[src/inc/teleprinter_regs.vh]
// register map, field positions and timing for the teleprinter serial interface
`ifndef TELEPRINTER_REGS_VH
`define TELEPRINTER_REGS_VH
`define RX_STATUS_ADDR 16'hfff0
`define RX_BUFFER_ADDR 16'hfff2
`define TX_STATUS_ADDR 16'hfff4
`define TX_BUFFER_ADDR 16'hfff6
`define DONE_BIT 7
`define IE_BIT 6
`define ERROR_BIT 5
`define TX_VECTOR_ADDR 16'h00f4
`define RX_VECTOR_ADDR 16'h00f8
`define RX_IE_RESET 1'b0
`define TX_IE_RESET 1'b0
`define TX_DONE_RESET 1'b1
`define FRAME_UNITS 11
`define CHARS_PER_SEC 10
`define CLK_HZ 50000000
`define UNIT_CYCLES (`CLK_HZ / (`CHARS_PER_SEC * `FRAME_UNITS))
`endif

[src/hw/teleprinter_serial_interface.v]
// teleprinter serial interface: register file, receiver and transmitter
// Function
// (RULE1) transmit vector 244-247, receive vector 248-251
// (RULE2) receive buffer read at FFF2
// (RULE3) transmit buffer written at FFF6
// (RULE4) receive status FFF0, enable bit cleared reset
// (RULE5) receive error and done read-only, reset zero
// (RULE6) transmit status FFF4, enable bit reset zero
// (RULE7) transmit done read-only, reset to one
// (RULE8) complete received character sets receive done
// (RULE9) receive buffer read clears done and error
// (RULE10) character arriving while done set sets error
// (RULE11) software reads buffer within 100 ms
// (RULE12) enabled done or error rise sets request
// (RULE13) receive status read clears receive request
// (RULE14) transmit buffer write starts send, clears done
// (RULE15) transmit done sets after character fully sent
// (RULE16) enabled done rise sets transmit request
// (RULE17) transmit status read clears transmit request
// (RULE18) 11-unit frames at 10 characters per second
// (RULE19) receive and transmit run independently
// (RULE20) one start, eight data LSB first, two stops
// (RULE21) done flag sits in bit 7
// (RULE22) mid-unit sampling, short start pulses rejected
`timescale 1ns/1ns
`include "teleprinter_regs.vh"
module teleprinter_serial_interface #(
    parameter UNIT_CYCLES = `UNIT_CYCLES
) (
    input wire core_clk_in,
    input wire reset_in,
    input wire [15:0] addr_in,
    input wire rd_in,
    input wire wr_in,
    input wire [7:0] wdata_in,
    output reg [7:0] rdata_out,
    input wire serial_rx_in,
    output reg serial_tx_out,
    output reg rx_irq_out,
    output reg tx_irq_out,
    output reg [15:0] rx_vector_out,
    output reg [15:0] tx_vector_out
);
    localparam [3:0] RX_IDLE = 4'h1;
    localparam [3:0] RX_START = 4'h2;
    localparam [3:0] RX_DATA = 4'h4;
    localparam [3:0] RX_STOP = 4'h8;
    localparam [3:0] TX_IDLE = 4'h1;
    localparam [3:0] TX_START = 4'h2;
    localparam [3:0] TX_DATA = 4'h4;
    localparam [3:0] TX_STOP = 4'h8;
    localparam [31:0] HALF_UNIT = UNIT_CYCLES / 2;

    function [7:0] status_byte;
        input done;
        input ie;
        input err;
        begin
            status_byte = 8'h00;
            status_byte[`DONE_BIT] = done;
            status_byte[`IE_BIT] = ie;
            status_byte[`ERROR_BIT] = err;
        end
    endfunction

    // every register strobe is one address match qualified by rd or wr
    function reg_hit;
        input strobe;
        input [15:0] addr;
        input [15:0] target;
        begin
            reg_hit = strobe && (addr == target);
        end
    endfunction

    // two-stage synchroniser; only the second stage feeds logic
    reg rx_meta_reg;
    reg rx_sync_reg;
    always @(posedge core_clk_in) begin
        if (reset_in) begin
            rx_meta_reg <= 1'b1;
            rx_sync_reg <= 1'b1;
        end else begin
            rx_meta_reg <= serial_rx_in;
            rx_sync_reg <= rx_meta_reg;
        end
    end

    wire rd_rx_status = reg_hit(rd_in, addr_in, `RX_STATUS_ADDR);
    wire rd_rx_buffer = reg_hit(rd_in, addr_in, `RX_BUFFER_ADDR);
    wire rd_tx_status = reg_hit(rd_in, addr_in, `TX_STATUS_ADDR);
    wire wr_rx_status = reg_hit(wr_in, addr_in, `RX_STATUS_ADDR);
    wire wr_tx_status = reg_hit(wr_in, addr_in, `TX_STATUS_ADDR);
    wire wr_tx_buffer = reg_hit(wr_in, addr_in, `TX_BUFFER_ADDR);

    // receiver
    reg [3:0] rx_state_reg;
    reg [31:0] rx_count_reg;
    reg [2:0] rx_bit_reg;
    reg [7:0] rx_shift_reg;
    reg rx_word_valid_reg;
    always @(posedge core_clk_in) begin
        if (reset_in) begin
            rx_state_reg <= RX_IDLE;
            rx_count_reg <= 32'h0000_0000;
            rx_bit_reg <= 3'h0;
            rx_shift_reg <= 8'h00;
            rx_word_valid_reg <= 1'b0;
        end else begin
            rx_word_valid_reg <= 1'b0;
            case (rx_state_reg)
                RX_IDLE: begin
                    rx_count_reg <= 32'h0000_0000;
                    if (!rx_sync_reg) begin
                        rx_state_reg <= RX_START;
                    end
                end
                RX_START: begin
                    if (rx_sync_reg) begin
                        rx_state_reg <= RX_IDLE; // see (RULE22)
                    end else if (rx_count_reg == HALF_UNIT - 1) begin
                        rx_count_reg <= 32'h0000_0000;
                        rx_bit_reg <= 3'h0;
                        rx_state_reg <= RX_DATA;
                    end else begin
                        rx_count_reg <= rx_count_reg + 32'h0000_0001;
                    end
                end
                RX_DATA: begin
                    if (rx_count_reg == UNIT_CYCLES - 1) begin
                        rx_count_reg <= 32'h0000_0000;
                        rx_shift_reg <= {rx_sync_reg, rx_shift_reg[7:1]}; // see (RULE20)
                        rx_bit_reg <= rx_bit_reg + 3'h1;
                        if (rx_bit_reg == 3'h7) begin
                            rx_state_reg <= RX_STOP;
                        end
                    end else begin
                        rx_count_reg <= rx_count_reg + 32'h0000_0001;
                    end
                end
                RX_STOP: begin
                    // mid first stop unit; second stop left to idle-hunt
                    if (rx_count_reg == UNIT_CYCLES - 1) begin
                        rx_count_reg <= 32'h0000_0000;
                        rx_word_valid_reg <= rx_sync_reg;
                        rx_state_reg <= RX_IDLE;
                    end else begin
                        rx_count_reg <= rx_count_reg + 32'h0000_0001;
                    end
                end
                default: rx_state_reg <= RX_IDLE;
            endcase
        end
    end

    // two-entry buffer between receiver and the processor-visible buffer
    reg [7:0] fifo_data_reg [0:1];
    reg fifo_rd_ptr_reg;
    reg fifo_wr_ptr_reg;
    reg [1:0] fifo_count_reg;
    // drains every cycle without a buffer read, so it never fills in practice
    wire fifo_in_ready = (fifo_count_reg != 2'h2);
    wire fifo_out_valid = (fifo_count_reg != 2'h0);
    // drain into the buffer whenever software is not mid-read
    wire fifo_out_ready = !rd_rx_buffer;
    wire fifo_push = rx_word_valid_reg && fifo_in_ready;
    wire fifo_pop = fifo_out_valid && fifo_out_ready;
    always @(posedge core_clk_in) begin
        if (reset_in) begin
            fifo_rd_ptr_reg <= 1'b0;
            fifo_wr_ptr_reg <= 1'b0;
            fifo_count_reg <= 2'h0;
            fifo_data_reg[0] <= 8'h00;
            fifo_data_reg[1] <= 8'h00;
        end else begin
            if (fifo_push) begin
                fifo_data_reg[fifo_wr_ptr_reg] <= rx_shift_reg;
                fifo_wr_ptr_reg <= ~fifo_wr_ptr_reg;
            end
            if (fifo_pop) begin
                fifo_rd_ptr_reg <= ~fifo_rd_ptr_reg;
            end
            fifo_count_reg <= fifo_count_reg + {1'b0, fifo_push} - {1'b0, fifo_pop};
        end
    end

    // receive registers and flags
    reg [7:0] rx_buffer_reg;
    reg rx_done_reg;
    reg rx_error_reg;
    reg rx_ie_reg;
    reg rx_req_reg;
    reg rx_done_next;
    reg rx_error_next;
    // a read and a landing word never share a cycle, so no set is lost
    always @* begin
        rx_done_next = rx_done_reg;
        rx_error_next = rx_error_reg;
        if (rd_rx_buffer) begin
            rx_done_next = 1'b0;
            rx_error_next = 1'b0;
        end
        if (fifo_pop) begin
            rx_done_next = 1'b1;
            rx_error_next = rx_error_next || rx_done_reg; // see (RULE10)
        end
    end
    wire rx_rise = (rx_done_next && !rx_done_reg) || (rx_error_next && !rx_error_reg);
    always @(posedge core_clk_in) begin
        if (reset_in) begin
            rx_buffer_reg <= 8'h00;
            rx_done_reg <= 1'b0; // see (RULE5)
            rx_error_reg <= 1'b0;
            rx_ie_reg <= `RX_IE_RESET; // see (RULE4)
            rx_req_reg <= 1'b0;
        end else begin
            if (fifo_pop) begin
                rx_buffer_reg <= fifo_data_reg[fifo_rd_ptr_reg];
            end
            rx_done_reg <= rx_done_next; // see (RULE8) (RULE9)
            rx_error_reg <= rx_error_next; // see (RULE10)
            if (wr_rx_status) begin
                rx_ie_reg <= wdata_in[`IE_BIT];
            end
            // a new rise wins over the clearing status read
            if (rx_ie_reg && rx_rise) begin
                rx_req_reg <= 1'b1; // see (RULE12)
            end else if (rd_rx_status) begin
                rx_req_reg <= 1'b0; // see (RULE13)
            end
        end
    end

    // transmitter
    reg [3:0] tx_state_reg;
    reg [31:0] tx_count_reg;
    reg [3:0] tx_bit_reg;
    reg [7:0] tx_shift_reg;
    reg tx_done_reg;
    reg tx_ie_reg;
    reg tx_req_reg;
    // stop units reuse the bit counter; the second one ends the frame
    wire tx_unit_end = (tx_count_reg == UNIT_CYCLES - 1);
    wire tx_finish = (tx_state_reg == TX_STOP) && tx_unit_end && (tx_bit_reg == 4'h1);
    // writes while busy are ignored; software waits for done
    wire tx_start = wr_tx_buffer && tx_done_reg;
    always @(posedge core_clk_in) begin
        if (reset_in) begin
            tx_state_reg <= TX_IDLE;
            tx_count_reg <= 32'h0000_0000;
            tx_bit_reg <= 4'h0;
            tx_shift_reg <= 8'h00;
            serial_tx_out <= 1'b1;
            tx_done_reg <= `TX_DONE_RESET; // see (RULE7)
            tx_ie_reg <= `TX_IE_RESET; // see (RULE6)
            tx_req_reg <= 1'b0;
        end else begin
            if (wr_tx_status) begin
                tx_ie_reg <= wdata_in[`IE_BIT];
            end
            if (tx_ie_reg && tx_finish) begin
                tx_req_reg <= 1'b1; // see (RULE16)
            end else if (rd_tx_status) begin
                tx_req_reg <= 1'b0; // see (RULE17)
            end
            if (tx_start) begin
                tx_done_reg <= 1'b0; // see (RULE14)
            end else if (tx_finish) begin
                tx_done_reg <= 1'b1; // see (RULE15)
            end
            if (tx_state_reg != TX_IDLE) begin
                tx_count_reg <= tx_unit_end ? 32'h0000_0000 : tx_count_reg + 32'h0000_0001;
            end
            case (tx_state_reg)
                TX_IDLE: begin
                    serial_tx_out <= 1'b1;
                    if (tx_start) begin
                        tx_shift_reg <= wdata_in; // see (RULE3)
                        tx_count_reg <= 32'h0000_0000;
                        serial_tx_out <= 1'b0; // see (RULE20)
                        tx_state_reg <= TX_START;
                    end
                end
                TX_START: begin
                    if (tx_unit_end) begin
                        serial_tx_out <= tx_shift_reg[0];
                        tx_bit_reg <= 4'h0;
                        tx_state_reg <= TX_DATA;
                    end
                end
                TX_DATA: begin
                    if (tx_unit_end) begin
                        if (tx_bit_reg == 4'h7) begin
                            serial_tx_out <= 1'b1;
                            tx_bit_reg <= 4'h0;
                            tx_state_reg <= TX_STOP;
                        end else begin
                            serial_tx_out <= tx_shift_reg[1];
                            tx_shift_reg <= {1'b0, tx_shift_reg[7:1]};
                            tx_bit_reg <= tx_bit_reg + 4'h1;
                        end
                    end
                end
                TX_STOP: begin
                    // two stop units close the 11-unit frame
                    if (tx_unit_end) begin
                        if (tx_bit_reg == 4'h1) begin
                            tx_state_reg <= TX_IDLE; // see (RULE18)
                        end else begin
                            tx_bit_reg <= tx_bit_reg + 4'h1;
                        end
                    end
                end
                default: tx_state_reg <= TX_IDLE;
            endcase
        end
    end

    // read data and outputs; paths share nothing but the bus (see (RULE19))
    // unmapped and write-only addresses read back as zero
    always @(posedge core_clk_in) begin
        if (reset_in) begin
            rdata_out <= 8'h00;
            rx_irq_out <= 1'b0;
            tx_irq_out <= 1'b0;
            rx_vector_out <= `RX_VECTOR_ADDR;
            tx_vector_out <= `TX_VECTOR_ADDR;
        end else begin
            rx_irq_out <= rx_req_reg;
            tx_irq_out <= tx_req_reg;
            rx_vector_out <= `RX_VECTOR_ADDR; // see (RULE1)
            tx_vector_out <= `TX_VECTOR_ADDR;
            if (rd_rx_status) begin
                rdata_out <= status_byte(rx_done_reg, rx_ie_reg, rx_error_reg); // see (RULE21)
            end else if (rd_rx_buffer) begin
                rdata_out <= rx_buffer_reg; // see (RULE2)
            end else if (rd_tx_status) begin
                rdata_out <= status_byte(tx_done_reg, tx_ie_reg, 1'b0);
            end else begin
                rdata_out <= 8'h00;
            end
        end
    end
endmodule

[config.mk]
export PLATFORM = sky130hd
export DESIGN_NAME = teleprinter_serial_interface
export DESIGN_NICKNAME = d
export VERILOG_FILES = /design/src/hw/teleprinter_serial_interface.v
export VERILOG_INCLUDE_DIRS = /design/src /design/src/inc
export SDC_FILE = /design/constraint.sdc
export NUM_CORES = 1
export LEC_CHECK = 0
export BUFFER_PORTS_ARGS = -buffer_cell sky130_fd_sc_hd__buf_2
export CAP_MARGIN = 10
export CORE_ASPECT_RATIO = 0.5
export CORE_MARGIN = 10
export CORE_UTILIZATION = 45
export DETAILED_ROUTE_END_ITERATION = 8
export PLACE_DENSITY = 0.69
export SLEW_MARGIN = 20
export SYNTH_ARGS = -nofsm -noshare
export SYNTH_HDL_FRONTEND = slang
export SYNTH_SLANG_ARGS = --single-unit
[constraint.sdc]
create_clock -name core_clk_in -period 3 [get_ports core_clk_in]
set_clock_uncertainty 0.2 [all_clocks]
set_input_delay 0.3 -clock core_clk_in [delete_from_list [all_inputs] [get_ports core_clk_in]]
set_output_delay 0.3 -clock core_clk_in [all_outputs]
set_load 0.005 [all_outputs]
# ---- Yosys cells after proc, flatten, opt, wreduce, memory -nomap -nowiden
# Memories as Yosys holds them, arrays and structs flattened. A register that Yosys moved wholly into a read port is not among the register bits.
# Index checks and enable logic that the tools add are counted.
dict set report word_totals {
  out_inout_bits 43
  n_memories 1
  wordCells 175
  register_bits 120
  input_bits 29
  mem_bits_rw 16
}
dict set report classes {
  muxes 62
  bitwise_logic 4
  add_sub_neg 6
  reduce_logical 41
  eq_ne 35
}
# name depth width rd rd_clocked_by_memory_dff write_ports line
set memory_table {}
lappend memory_table {fifo_data_reg 2 8 1 1 2 teleprinter_serial_interface.v:157} ;# reg [7:0] fifo_data_reg [0:1];
# operator count
set ops {}
lappend ops {{$mux W32} 7}
lappend ops {{$pmux W32 S3} 1}
lappend ops {{$mux W4} 17}
lappend ops {{$add A32 B1 Y32 const B} 2}
lappend ops {{$eq A16 B16 Y1 const B} 4}
lappend ops {{$eq A32 B19 Y1 const B} 2}
lappend ops {{$mux W8} 7}
lappend ops {{$eq A32 B18 Y1 const B} 1}
lappend ops {{$pmux W4 S4} 2}
lappend ops {{$ne A2 B2 Y1 const B} 14}
lappend ops {{$mux W1} 21}
lappend ops {{$pmux W8 S2} 1}
lappend ops {{$logic_and A1 B1 Y1} 15}
lappend ops {{$eq A4 B1 Y1 const B} 3}
lappend ops {{$eq A4 B3 Y1 const B} 3}
lappend ops {{$pmux W4 S3} 1}
lappend ops {{$reduce_bool A2 Y1} 6}
lappend ops {{$reduce_and A5 Y1} 2}
lappend ops {{$mux W3} 3}
lappend ops {{$reduce_bool A3 Y1} 3}
lappend ops {{$eq A4 B2 Y1 const B} 2}
lappend ops {{$eq A4 B4 Y1 const B} 2}
lappend ops {{$reduce_and A4 Y1} 2}
lappend ops {{$reduce_or A8 Y1} 1}
lappend ops {{18 further kinds} 26}

# ---- Longest topological paths before layout
# Gate-level depths: netlist (run 1).
dict set report depth {
  depth_word 9
  depth_mapped 11
  ltp_nobuf 10
}

# ---- Least setup slack after synthesis (run 1)
# OpenSTA, ideal clock, no wires.
dict set report synth_timing {
  path_kind {input port to flip-flop}
  start {input addr_in[2]}
  end {register fifo_count_reg[1]}
  slack_ns 0.417
  cell_stages 11
  path_buffers 2
  t_required_ns 2.672
  t_arrival_ns 2.255
  path_cell_list {clkbuf_1 > nand2b_1 > nor2_1 > nor2_1 > clkbuf_1 > ha_1 > inv_1 > ha_1 > xnor2_1 > xnor2_1 > nor2_1}
}
dict set report synth_via {
  elab_chain_len 5
}
# element line
set synth_lines {}
lappend synth_lines {{start: declaration} teleprinter_serial_interface.v:32} ;# input wire [15:0] addr_in,
lappend synth_lines {{$eq A16 B16 Y1} teleprinter_serial_interface.v:72} ;# reg_hit = strobe && (addr == target);
lappend synth_lines {{$logic_and A1 B1 Y1} teleprinter_serial_interface.v:72}
lappend synth_lines {{$logic_not A1 Y1} teleprinter_serial_interface.v:165} ;# wire fifo_out_ready = !rd_rx_buffer;
lappend synth_lines {{$logic_and A1 B1 Y1} teleprinter_serial_interface.v:167} ;# wire fifo_pop = fifo_out_valid && fifo_out_ready;
lappend synth_lines {{$sub A2 B1 Y2} teleprinter_serial_interface.v:183} ;# fifo_count_reg <= fifo_count_reg + {1'b0, fifo_push} - {1'b0, fifo_pop};
lappend synth_lines {{end signal: assignment} teleprinter_serial_interface.v:183}
lappend synth_lines {{end: declaration} teleprinter_serial_interface.v:160} ;# reg [1:0] fifo_count_reg;
# No other way between the ends.
# A chain may end at the register's enable or synchronous reset.

# ---- Worst setup path after layout (run 1)
dict set report layout_timing {
  start {register rx_count_reg[14]}
  end {register rx_count_reg[0]}
}
dict set report layout_via {
  elab_chain_len 4
  elab_cells_between_ends 6
  classes_between {eq/ne (2); mux (4)}
}
# element line
set layout_lines {}
lappend layout_lines {{start: declaration} teleprinter_serial_interface.v:98} ;# reg [31:0] rx_count_reg;
lappend layout_lines {{start signal: assignment} teleprinter_serial_interface.v:126} ;# rx_count_reg <= rx_count_reg + 32'h0000_0001;
lappend layout_lines {{start signal: assignment} teleprinter_serial_interface.v:138} ;# rx_count_reg <= rx_count_reg + 32'h0000_0001;
lappend layout_lines {{start signal: assignment} teleprinter_serial_interface.v:148} ;# rx_count_reg <= rx_count_reg + 32'h0000_0001;
lappend layout_lines {{$eq A32 B18 Y1} teleprinter_serial_interface.v:121} ;# end else if (rx_count_reg == HALF_UNIT - 1) begin
lappend layout_lines {{$mux W32} teleprinter_serial_interface.v:121}
lappend layout_lines {{$mux W32} teleprinter_serial_interface.v:119} ;# if (rx_sync_reg) begin
lappend layout_lines {{$pmux W32 S3 (*)} teleprinter_serial_interface.v:111} ;# case (rx_state_reg)
# Every way passes the cells marked *; elsewhere a longest branch is shown, timed or not. The select of a mux whose other input is x is not followed.

==> flow_summary.toml, run 1 <==
[status]
status = "finished clean"

[setup_path]
cpPeakStageDelay_ns = 0.61
startpoint_type = "flop"
crit_family = "simple AND/OR/NAND/NOR gates"
cp.arrival_ns = 2.69
crit_required_ns = 3.10
cp.buffers_inverters = 1
crit_slowest_cell = "or4b_2"
path_class = "reg2reg"
crit_path_max_fanout = 32
crit_chain = "or4b_2 > nor4_1 > a21oi_1 > nand2_1 > a31o_2 > buf_4 > nor2_1"
end_kind = "flop"

[detailed_routing]
wire_per_inst_um = 13.8
wirelength_um = 14600
avgViaCountPerCell = 5.29
ant_nets = 0
via_count = 5607
first_iter_violations = 353
drc_errors = 0
drt_pass1_iterations = 5

[floorplan]
initial_core_util_pct = 46.0
rows = 32
die_y_um = 109
dieArea_um2 = 21500
coreArea_um2 = 15500
pin_count = 72
die_x_um = 198

[sta]
period_needed_ns = 2.59
fmax_ghz = 0.386
rsz0062_at_grt = "false"
fin_setup_tns_ns = 0
hold_viol = 0
slew_violations = 0
finalSetupViolCount = 0
slew-limit-headroom_pct = 38.3
fin_crit_sh_pct = 86.3
worst_pin_slew_ns = 0.924

[synth]
syn_area_um2 = 7110
synth_edf_count = 16
ys_types = 68
synth-main-ff-cell = "dfxtp_1"
yosysWarnings = 0
ys_ff_latch = 144
synthCells = 796
ys_async_sr_fraction_pct = 0
yosysSeqAreaShare_pct = 42.8
syn_avg_cell_area_um2 = 8.94

[hold_path]
hp-class = "in2reg"

[placement]
dp.final_hpwl_um = 10300
place_area_um2 = 7440
io_buffer_count = 39
gp_congestion = 0.832

[power_and_ir_drop]
p_per_area_nw_per_um2 = 652
p_leak_nw = 2.88
peakVddDrop_uv = 477

[finish]
num-nets-final = 881
syn2layout_area_growth_pct = 13.8
antenna_cells = 0
drive_gt1_share_pct = 13.5
final_cell_area_um2 = 8090
nFillCells = 1417

[clock_tree]
root_buffer = "clkbuf_16"
clk_pin_slew_ns = 0.07
post_cts_buffers = 0
post_cts_resize_count = 0
holdBufCountCts = 6
cts_tree = "done"
cts.sinks = 144
cts_made_buffers = 17
htreeDepth = 4
clock_path_buffers = 2
clk_latency_ns = 0.42

[flow_run]
drv_cap = 0

[global_routing]
grtUsageTotal_pct = 13.7
grt_max_degree = 33
grt_pass1_vias = 5324
grt_first_pass_wirelength_um = 24800
grt_overflow = 0
antenna_found_initial = 0
metrics by stage:
step                      std cells  power [W]  hold slack [ns]  worst slack [ns]  utilization [%]
after floorplan                 826    0.00299            0.189             0.417                -
after global placement         1021    0.00316            0.201             0.468             48.1
after detailed placement       1021    0.00319            0.199             0.419             48.1
after CTS                      1059    0.00533          0.00516             0.404             52.4
after global routing           1059    0.00556          0.00705             0.212             52.4
final                          1059    0.00528           0.0205             0.410             52.4
per-layer routing:
metal | routed length, um | part of all wire [%] | vias up | track usage, %
met4 | 205 | 1.4 | 0 | 5.18
met2 | 7320 | 50 | 79 | 24.2
met3 | 498 | 3.4 | 19 | 3.60
li1 | - | - | 2875 | -
met1 | 6600 | 45 | 2634 | 15.9
met5 | 0 | 0 | - | 0
report_power, final:
part	leakage [nW]	total (W)	switching, W	internal (W)
Sequential	1.20	0.00221	0.000122	0.00209
Clock	0.285	0.00212	0.000937	0.00118
Combinational	1.40	0.000946	0.000542	0.000404
area by class of cell:
| type | instances | area (um2) | area share [%] |
|---|---|---|---|
| Tap cell | 204 | 255 | 3.15 |
| Multi-Input combinational cell | 593 | 3710 | 45.9 |
| Clock inverter | 15 | 170 | 2.10 |
| Clock buffer | 17 | 425 | 5.26 |
| Timing Repair Buffer | 62 | 395 | 4.89 |
| Inverter | 24 | 90.1 | 1.11 |
| Sequential cell | 144 | 3040 | 37.6 |
cell usage after synthesis, types with 16 or more instances:
master    count  area (um2)
nor4_1       18         113
edfxtp_1     16         480
dfxtp_1     128        2560
nor3_1       25         125
o21ai_0      27         135
buf_4        32         240
nor2_1       92         345
xnor2_1      24         210
clkbuf_1     19        71.3
nand3_1      41         205
a21oi_1      40         200
nand2_1      37         139
mux2i_1      34         340
inv_1        24        90.1
and2_1       24         150
or3_1        21         131
nand4_1      22         138
cells in the final DEF (no fill, tap or decap), types with 4 or more instances in the layout:
cell type / synthesis / layout
dfxtp_1: 128 / 128
nor2_1: 92 / 92
nand3_1: 41 / 41
a21oi_1: 40 / 40
buf_2: 9 / 39
nand2_1: 37 / 37
mux2i_1: 34 / 34
conb_1: 2 / 32
o21ai_0: 27 / 27
inv_1: 24 / 24
and2_1: 24 / 24
nor3_1: 25 / 24
xnor2_1: 24 / 24
nand4_1: 22 / 22
or3_1: 21 / 21
nor4_1: 18 / 18
clkbuf_16: 0 / 17
edfxtp_1: 16 / 16
buf_4: 32 / 16
a211oi_1: 14 / 14
and3_1: 13 / 13
nand2b_1: 11 / 11
xor2_1: 10 / 10
ha_1: 10 / 10
nor2b_1: 9 / 9
a21o_1: 7 / 7
and4_1: 6 / 6
or2_2: 6 / 6
nor4b_1: 7 / 6
dlygate4sd3_1: 0 / 6
nor3b_1: 5 / 5
nor4b_2: 4 / 5
inv_6: 0 / 5
o21bai_1: 4 / 4
tightest hold or removal path, delay by kind of cell:
family | cells | cell delay [ns]
AOI/OAI and AO/OA | 1 | 0.08
muxes | 1 | 0.12
buffers and inverters | 1 | 0.09
cells by family after synthesis:
| family | share of synthesized area (%) |
|---|---|
| AO/OA/AOI/OAI | 11.0 |
| multiplexers | 4.94 |
| flip-flops | 42.8 |
| adder cells (fa/ha/maj) | 1.76 |
| XOR/XNOR | 4.19 |
| other | 0.106 |
| AND/OR/NAND/NOR | 28.5 |
| buffers and inverters | 6.75 |
path summary, 6_finish.rpt:
check / start / to / slack (ns) / cells past startpoint
worst max-delay path: rx_count_reg[14]$_SDFFE_PP0P_ / rx_count_reg[0]$_SDFFE_PP0P_ / 0.41 / 7
worst min-delay path: wdata_in[1] / tx_shift_reg[1]$_SDFFE_PP0P_ / 0.02 / 3
worst max register to register: rx_count_reg[14]$_SDFFE_PP0P_ / rx_count_reg[0]$_SDFFE_PP0P_ / 0.41 / 7
worst min register to register: rx_meta_reg$_SDFF_PP1_ / rx_sync_reg$_SDFF_PP1_ / 0.22 / 1
Power figures use the tool's default switching activity.
==> inputs of run 2 (changes only) <==
RECOVER_POWER = 25   (was unset)
==> flow_summary.toml, run 2 (synthesis results as in run 1) <==
[status]
status = "finished clean"

[finish]
final_cell_count_no_fill = 1059
drive_gt1_share_pct = 11.9
final_cell_area_um2 = 8070
mostFrequentLayoutCell = "dfxtp_1"
syn2layout_area_growth_pct = 13.4
antenna_cells = 0
num-nets-final = 881
layout_common_cells = "dfxtp_1, nor2_1, nand3_1"

[global_routing]
grt_overflow = 0
antenna_found_initial = 0
grt_pass1_vias = 5324
grt_max_degree = 33
grt_first_pass_wirelength_um = 24800
grtUsageTotal_pct = 13.7

[sta]
rsz0062_at_grt = "false"
hold_viol = 0
fin_crit_sh_pct = 86.7
worst_pin_slew_ns = 1.32
slew-limit-headroom_pct = 11.9
slew_violations = 0
finalWorstSetupSlack_ns = 0.400
finalSetupViolCount = 0
period_needed_ns = 2.60
fmax_ghz = 0.385
fin_setup_tns_ns = 0

[floorplan]
dieArea_um2 = 21500
die_x_um = 198
coreArea_um2 = 15500
pin_count = 72
rows = 32
initial_core_util_pct = 46.0
die_y_um = 109

[detailed_routing]
ant_nets = 0
first_iter_violations = 382
wirelength_um = 14600
wire_per_inst_um = 13.8
avgViaCountPerCell = 5.31
via_count = 5625
drt_pass1_iterations = 5
drc_errors = 0

[power_and_ir_drop]
power_w = 0.00528
p_leak_nw = 2.82
peakVddDrop_uv = 477
p_per_area_nw_per_um2 = 654

[setup_path]
crit_required_ns = 3.13
cp.arrival_ns = 2.73
end_kind = "flop"
path_class = "reg2reg"
crit_path_max_fanout = 9
startpoint_type = "flop"

[placement]
pre_cts_ws_ns = 0.419
place_area_um2 = 7440
gp_congestion = 0.832
io_buffer_count = 39
dp.cells = 1021
dp.final_hpwl_um = 10300

[clock_tree]
clk_latency_ns = 0.42
cts.sinks = 144
post_cts_resize_count = 0
cts_tree = "done"
clk_pin_slew_ns = 0.06
htreeDepth = 4
root_buffer = "clkbuf_16"
cts_made_buffers = 17
clock_path_buffers = 2

[hold_path]
hp-class = "in2reg"

[flow_run]
drv_cap = 0
## run 2: layout make-up
type	instances	area, um2
fill	1425	7390
multi-input combinational	593	3710
sequential	144	3040
clock buffer	17	425
timing repair buffer	62	372
tap	204	255
clock inverter	15	170
inverter	24	90.1
## run 2: power by group
group	internal [W]	leakage, nW	switching, W
registers	0.00209	1.20	0.000122
logic	0.000401	1.34	0.000540
clock network	0.00118	0.285	0.000937
## run 2: worst paths after layout
| check | startpoint | end | slack, ns | depth (start not counted) |
|---|---|---|---|---|
| setup reg to reg | tx_count_reg[4]$_SDFF_PP0_ | tx_bit_reg[3]$_SDFFE_PP0P_ | 0.40 | 6 |
| hold reg to reg | rx_meta_reg$_SDFF_PP1_ | rx_sync_reg$_SDFF_PP1_ | 0.22 | 1 |
| hold / removal | wdata_in[1] | tx_shift_reg[1]$_SDFFE_PP0P_ | 0.02 | 3 |
| setup / recovery | tx_count_reg[4]$_SDFF_PP0_ | tx_bit_reg[3]$_SDFFE_PP0P_ | 0.40 | 6 |
## run 2: layer usage
metal	wire (um)	up-vias	track usage (%)
met4	184	0	5.18
li1	-	2879	-
met5	0	-	0
met3	534	17	3.60
met2	7430	93	24.2
met1	6500	2636	15.9
## run 2: what timing repair did
action / in CTS / in global routing
endpoints found under the hold margin: 6 / 0
hold buffers: 6 / 0
buffers inserted: 0 / 0
## run 2: critical path, cell delays in order, from the launching register on
cell	delay, ns
dfxtp_1	0.42
nor4b_2	0.32
nand4_2	0.19
nor4_4	0.52
nand3_4	0.17
or4_1	0.53
a21oi_1	0.16
## run 2: stage by stage
| stage | hold slack (ns) | util, % |
|---|---|---|
| after floorplan | 0.189 | - |
| final | 0.0181 | 52.2 |
| after global routing | 0.00705 | 52.2 |
| after detailed placement | 0.199 | 48.1 |
| after CTS | 0.00516 | 52.4 |
| after global placement | 0.201 | 48.1 |
==> inputs of run 3 (changes only) <==
GPL_TIMING_DRIVEN = 0   (was unset)
==> flow_summary.toml, run 3 (synthesis results as in run 1) <==
[detailed_routing]
drt_pass1_iterations = 5
avgViaCountPerCell = 5.36
wirelength_um = 16100
first_iter_violations = 365
ant_nets = 0
wire_per_inst_um = 14.6
via_count = 5921
drc_errors = 0

[finish]
mostFrequentLayoutCell = "dfxtp_1"
fin_util_pct = 53.8
syn2layout_area_growth_pct = 16.9
drive_gt1_share_pct = 14.6
num-nets-final = 926
antenna_cells = 0
layout_common_cells = "dfxtp_1, nor2_1, nand3_1"

[floorplan]
dieArea_um2 = 21500
die_y_um = 109
pin_count = 72
rows = 32
coreArea_um2 = 15500
die_x_um = 198
initial_core_util_pct = 46.0

[setup_path]
end_kind = "flop"
crit_required_ns = 3.11
crit_path_max_fanout = 10
startpoint_type = "flop"
cp.arrival_ns = 2.87
path_class = "reg2reg"

[clock_tree]
htreeDepth = 4
clk_latency_ns = 0.42
cts_made_buffers = 17
clk_pin_slew_ns = 0.07
cts_tree = "done"
root_buffer = "clkbuf_16"
clock_path_buffers = 2
cts.sinks = 144

[global_routing]
grt_first_pass_wirelength_um = 27300
antenna_found_initial = 0
grtUsageTotal_pct = 15.4
grt_max_degree = 17
grt_pass1_vias = 5737
grt_overflow = 0

[power_and_ir_drop]
p_leak_nw = 2.96
p_per_area_nw_per_um2 = 646
power_w = 0.00537
peakVddDrop_uv = 417

[sta]
worst_pin_slew_ns = 0.797
finalSetupViolCount = 0
period_needed_ns = 2.77
fin_crit_sh_pct = 92.2
slew-limit-headroom_pct = 46.7
hold-worst-slack_ns = 0.0147
fmax_ghz = 0.362
fin_setup_tns_ns = 0
hold_viol = 0
slew_violations = 0
rsz0062_at_grt = "false"

[placement]
gp_congestion = 0.878
io_buffer_count = 36
dp.final_hpwl_um = 11400

[flow_run]
drv_cap = 0

[hold_path]
hp-class = "in2reg"

[status]
status = "finished clean"
run 3: cell count changes in the layout (fill, tap and decap cells not counted), sizes merged:
cell / delta
inv: +1
clkinv: -4
clkinvlp: +1
bufinv: +1
buf: +32
clkbuf: +17
dlygate4sd3: -3
run 3: per-stage QoR:
step	cells	setup WS [ns]	cell area [um2]
finish	1104	0.235	8320
global route	1104	0.0889	8320
CTS	1104	0.0874	8310
detailed placement	1066	-0.0414	7660
global placement	1066	-0.0215	7660
floorplan	826	0.417	7230
run 3: final timing paths:
path,startpoint,end,depth (start not counted),slack [ns]
worst max-delay path,tx_count_reg[0]$_SDFF_PP0_,tx_count_reg[4]$_SDFF_PP0_,10,0.23
worst min-delay path,wdata_in[1],tx_shift_reg[1]$_SDFFE_PP0P_,3,0.01
worst max register to register,tx_count_reg[0]$_SDFF_PP0_,tx_count_reg[4]$_SDFF_PP0_,10,0.23
worst min register to register,rx_meta_reg$_SDFF_PP1_,rx_sync_reg$_SDFF_PP1_,1,0.23
run 3: worst max-delay path: stages, from the launching register on:
cell and delay, ns:
dfxtp_1 0.36, inv_1 0.07, ha_1 0.14, nor4b_2 0.25
nand3_1 0.19, nor4_4 0.44, or3_1 0.16, buf_2 0.22
buf_2 0.25, o21ai_0 0.12, a22o_1 0.25
run 3: final cells by class:
class	count	area, um2
clock buffer	18	429
clock inverter	14	169
fill	1428	7140
multi-input combinational	593	3720
inverter	24	90.1
tap	204	255
sequential	144	3040
timing repair buffer	42	220
buffer	65	390
run 3: layer usage:
metal	share of wire, %	vias to the layer above	GRT usage, %	wire (um)
li1	-	2987	-	-
met1	45	2792	18.2	7190
met2	50	123	27.1	8080
met3	4.4	19	3.94	712
met4	1.0	0	4.90	161
met5	0	-	0	0
run 3: where the power goes:
part	switching [W]	leakage (nW)	internal [W]
logic	0.000608	1.48	0.000410
registers	0.0000972	1.20	0.00209
clock network	0.000909	0.284	0.00126
total	0.00161	2.96	0.00376
run 3: repair_timing:
item                                   in CTS  in global routing
endpoints found under the hold margin       4                  0
hold buffers                                3                  0
pin swaps                                   1                  0
setup endpoints to repair                   2                 28
resized for setup                           0                  3
buffers inserted                            3                  0
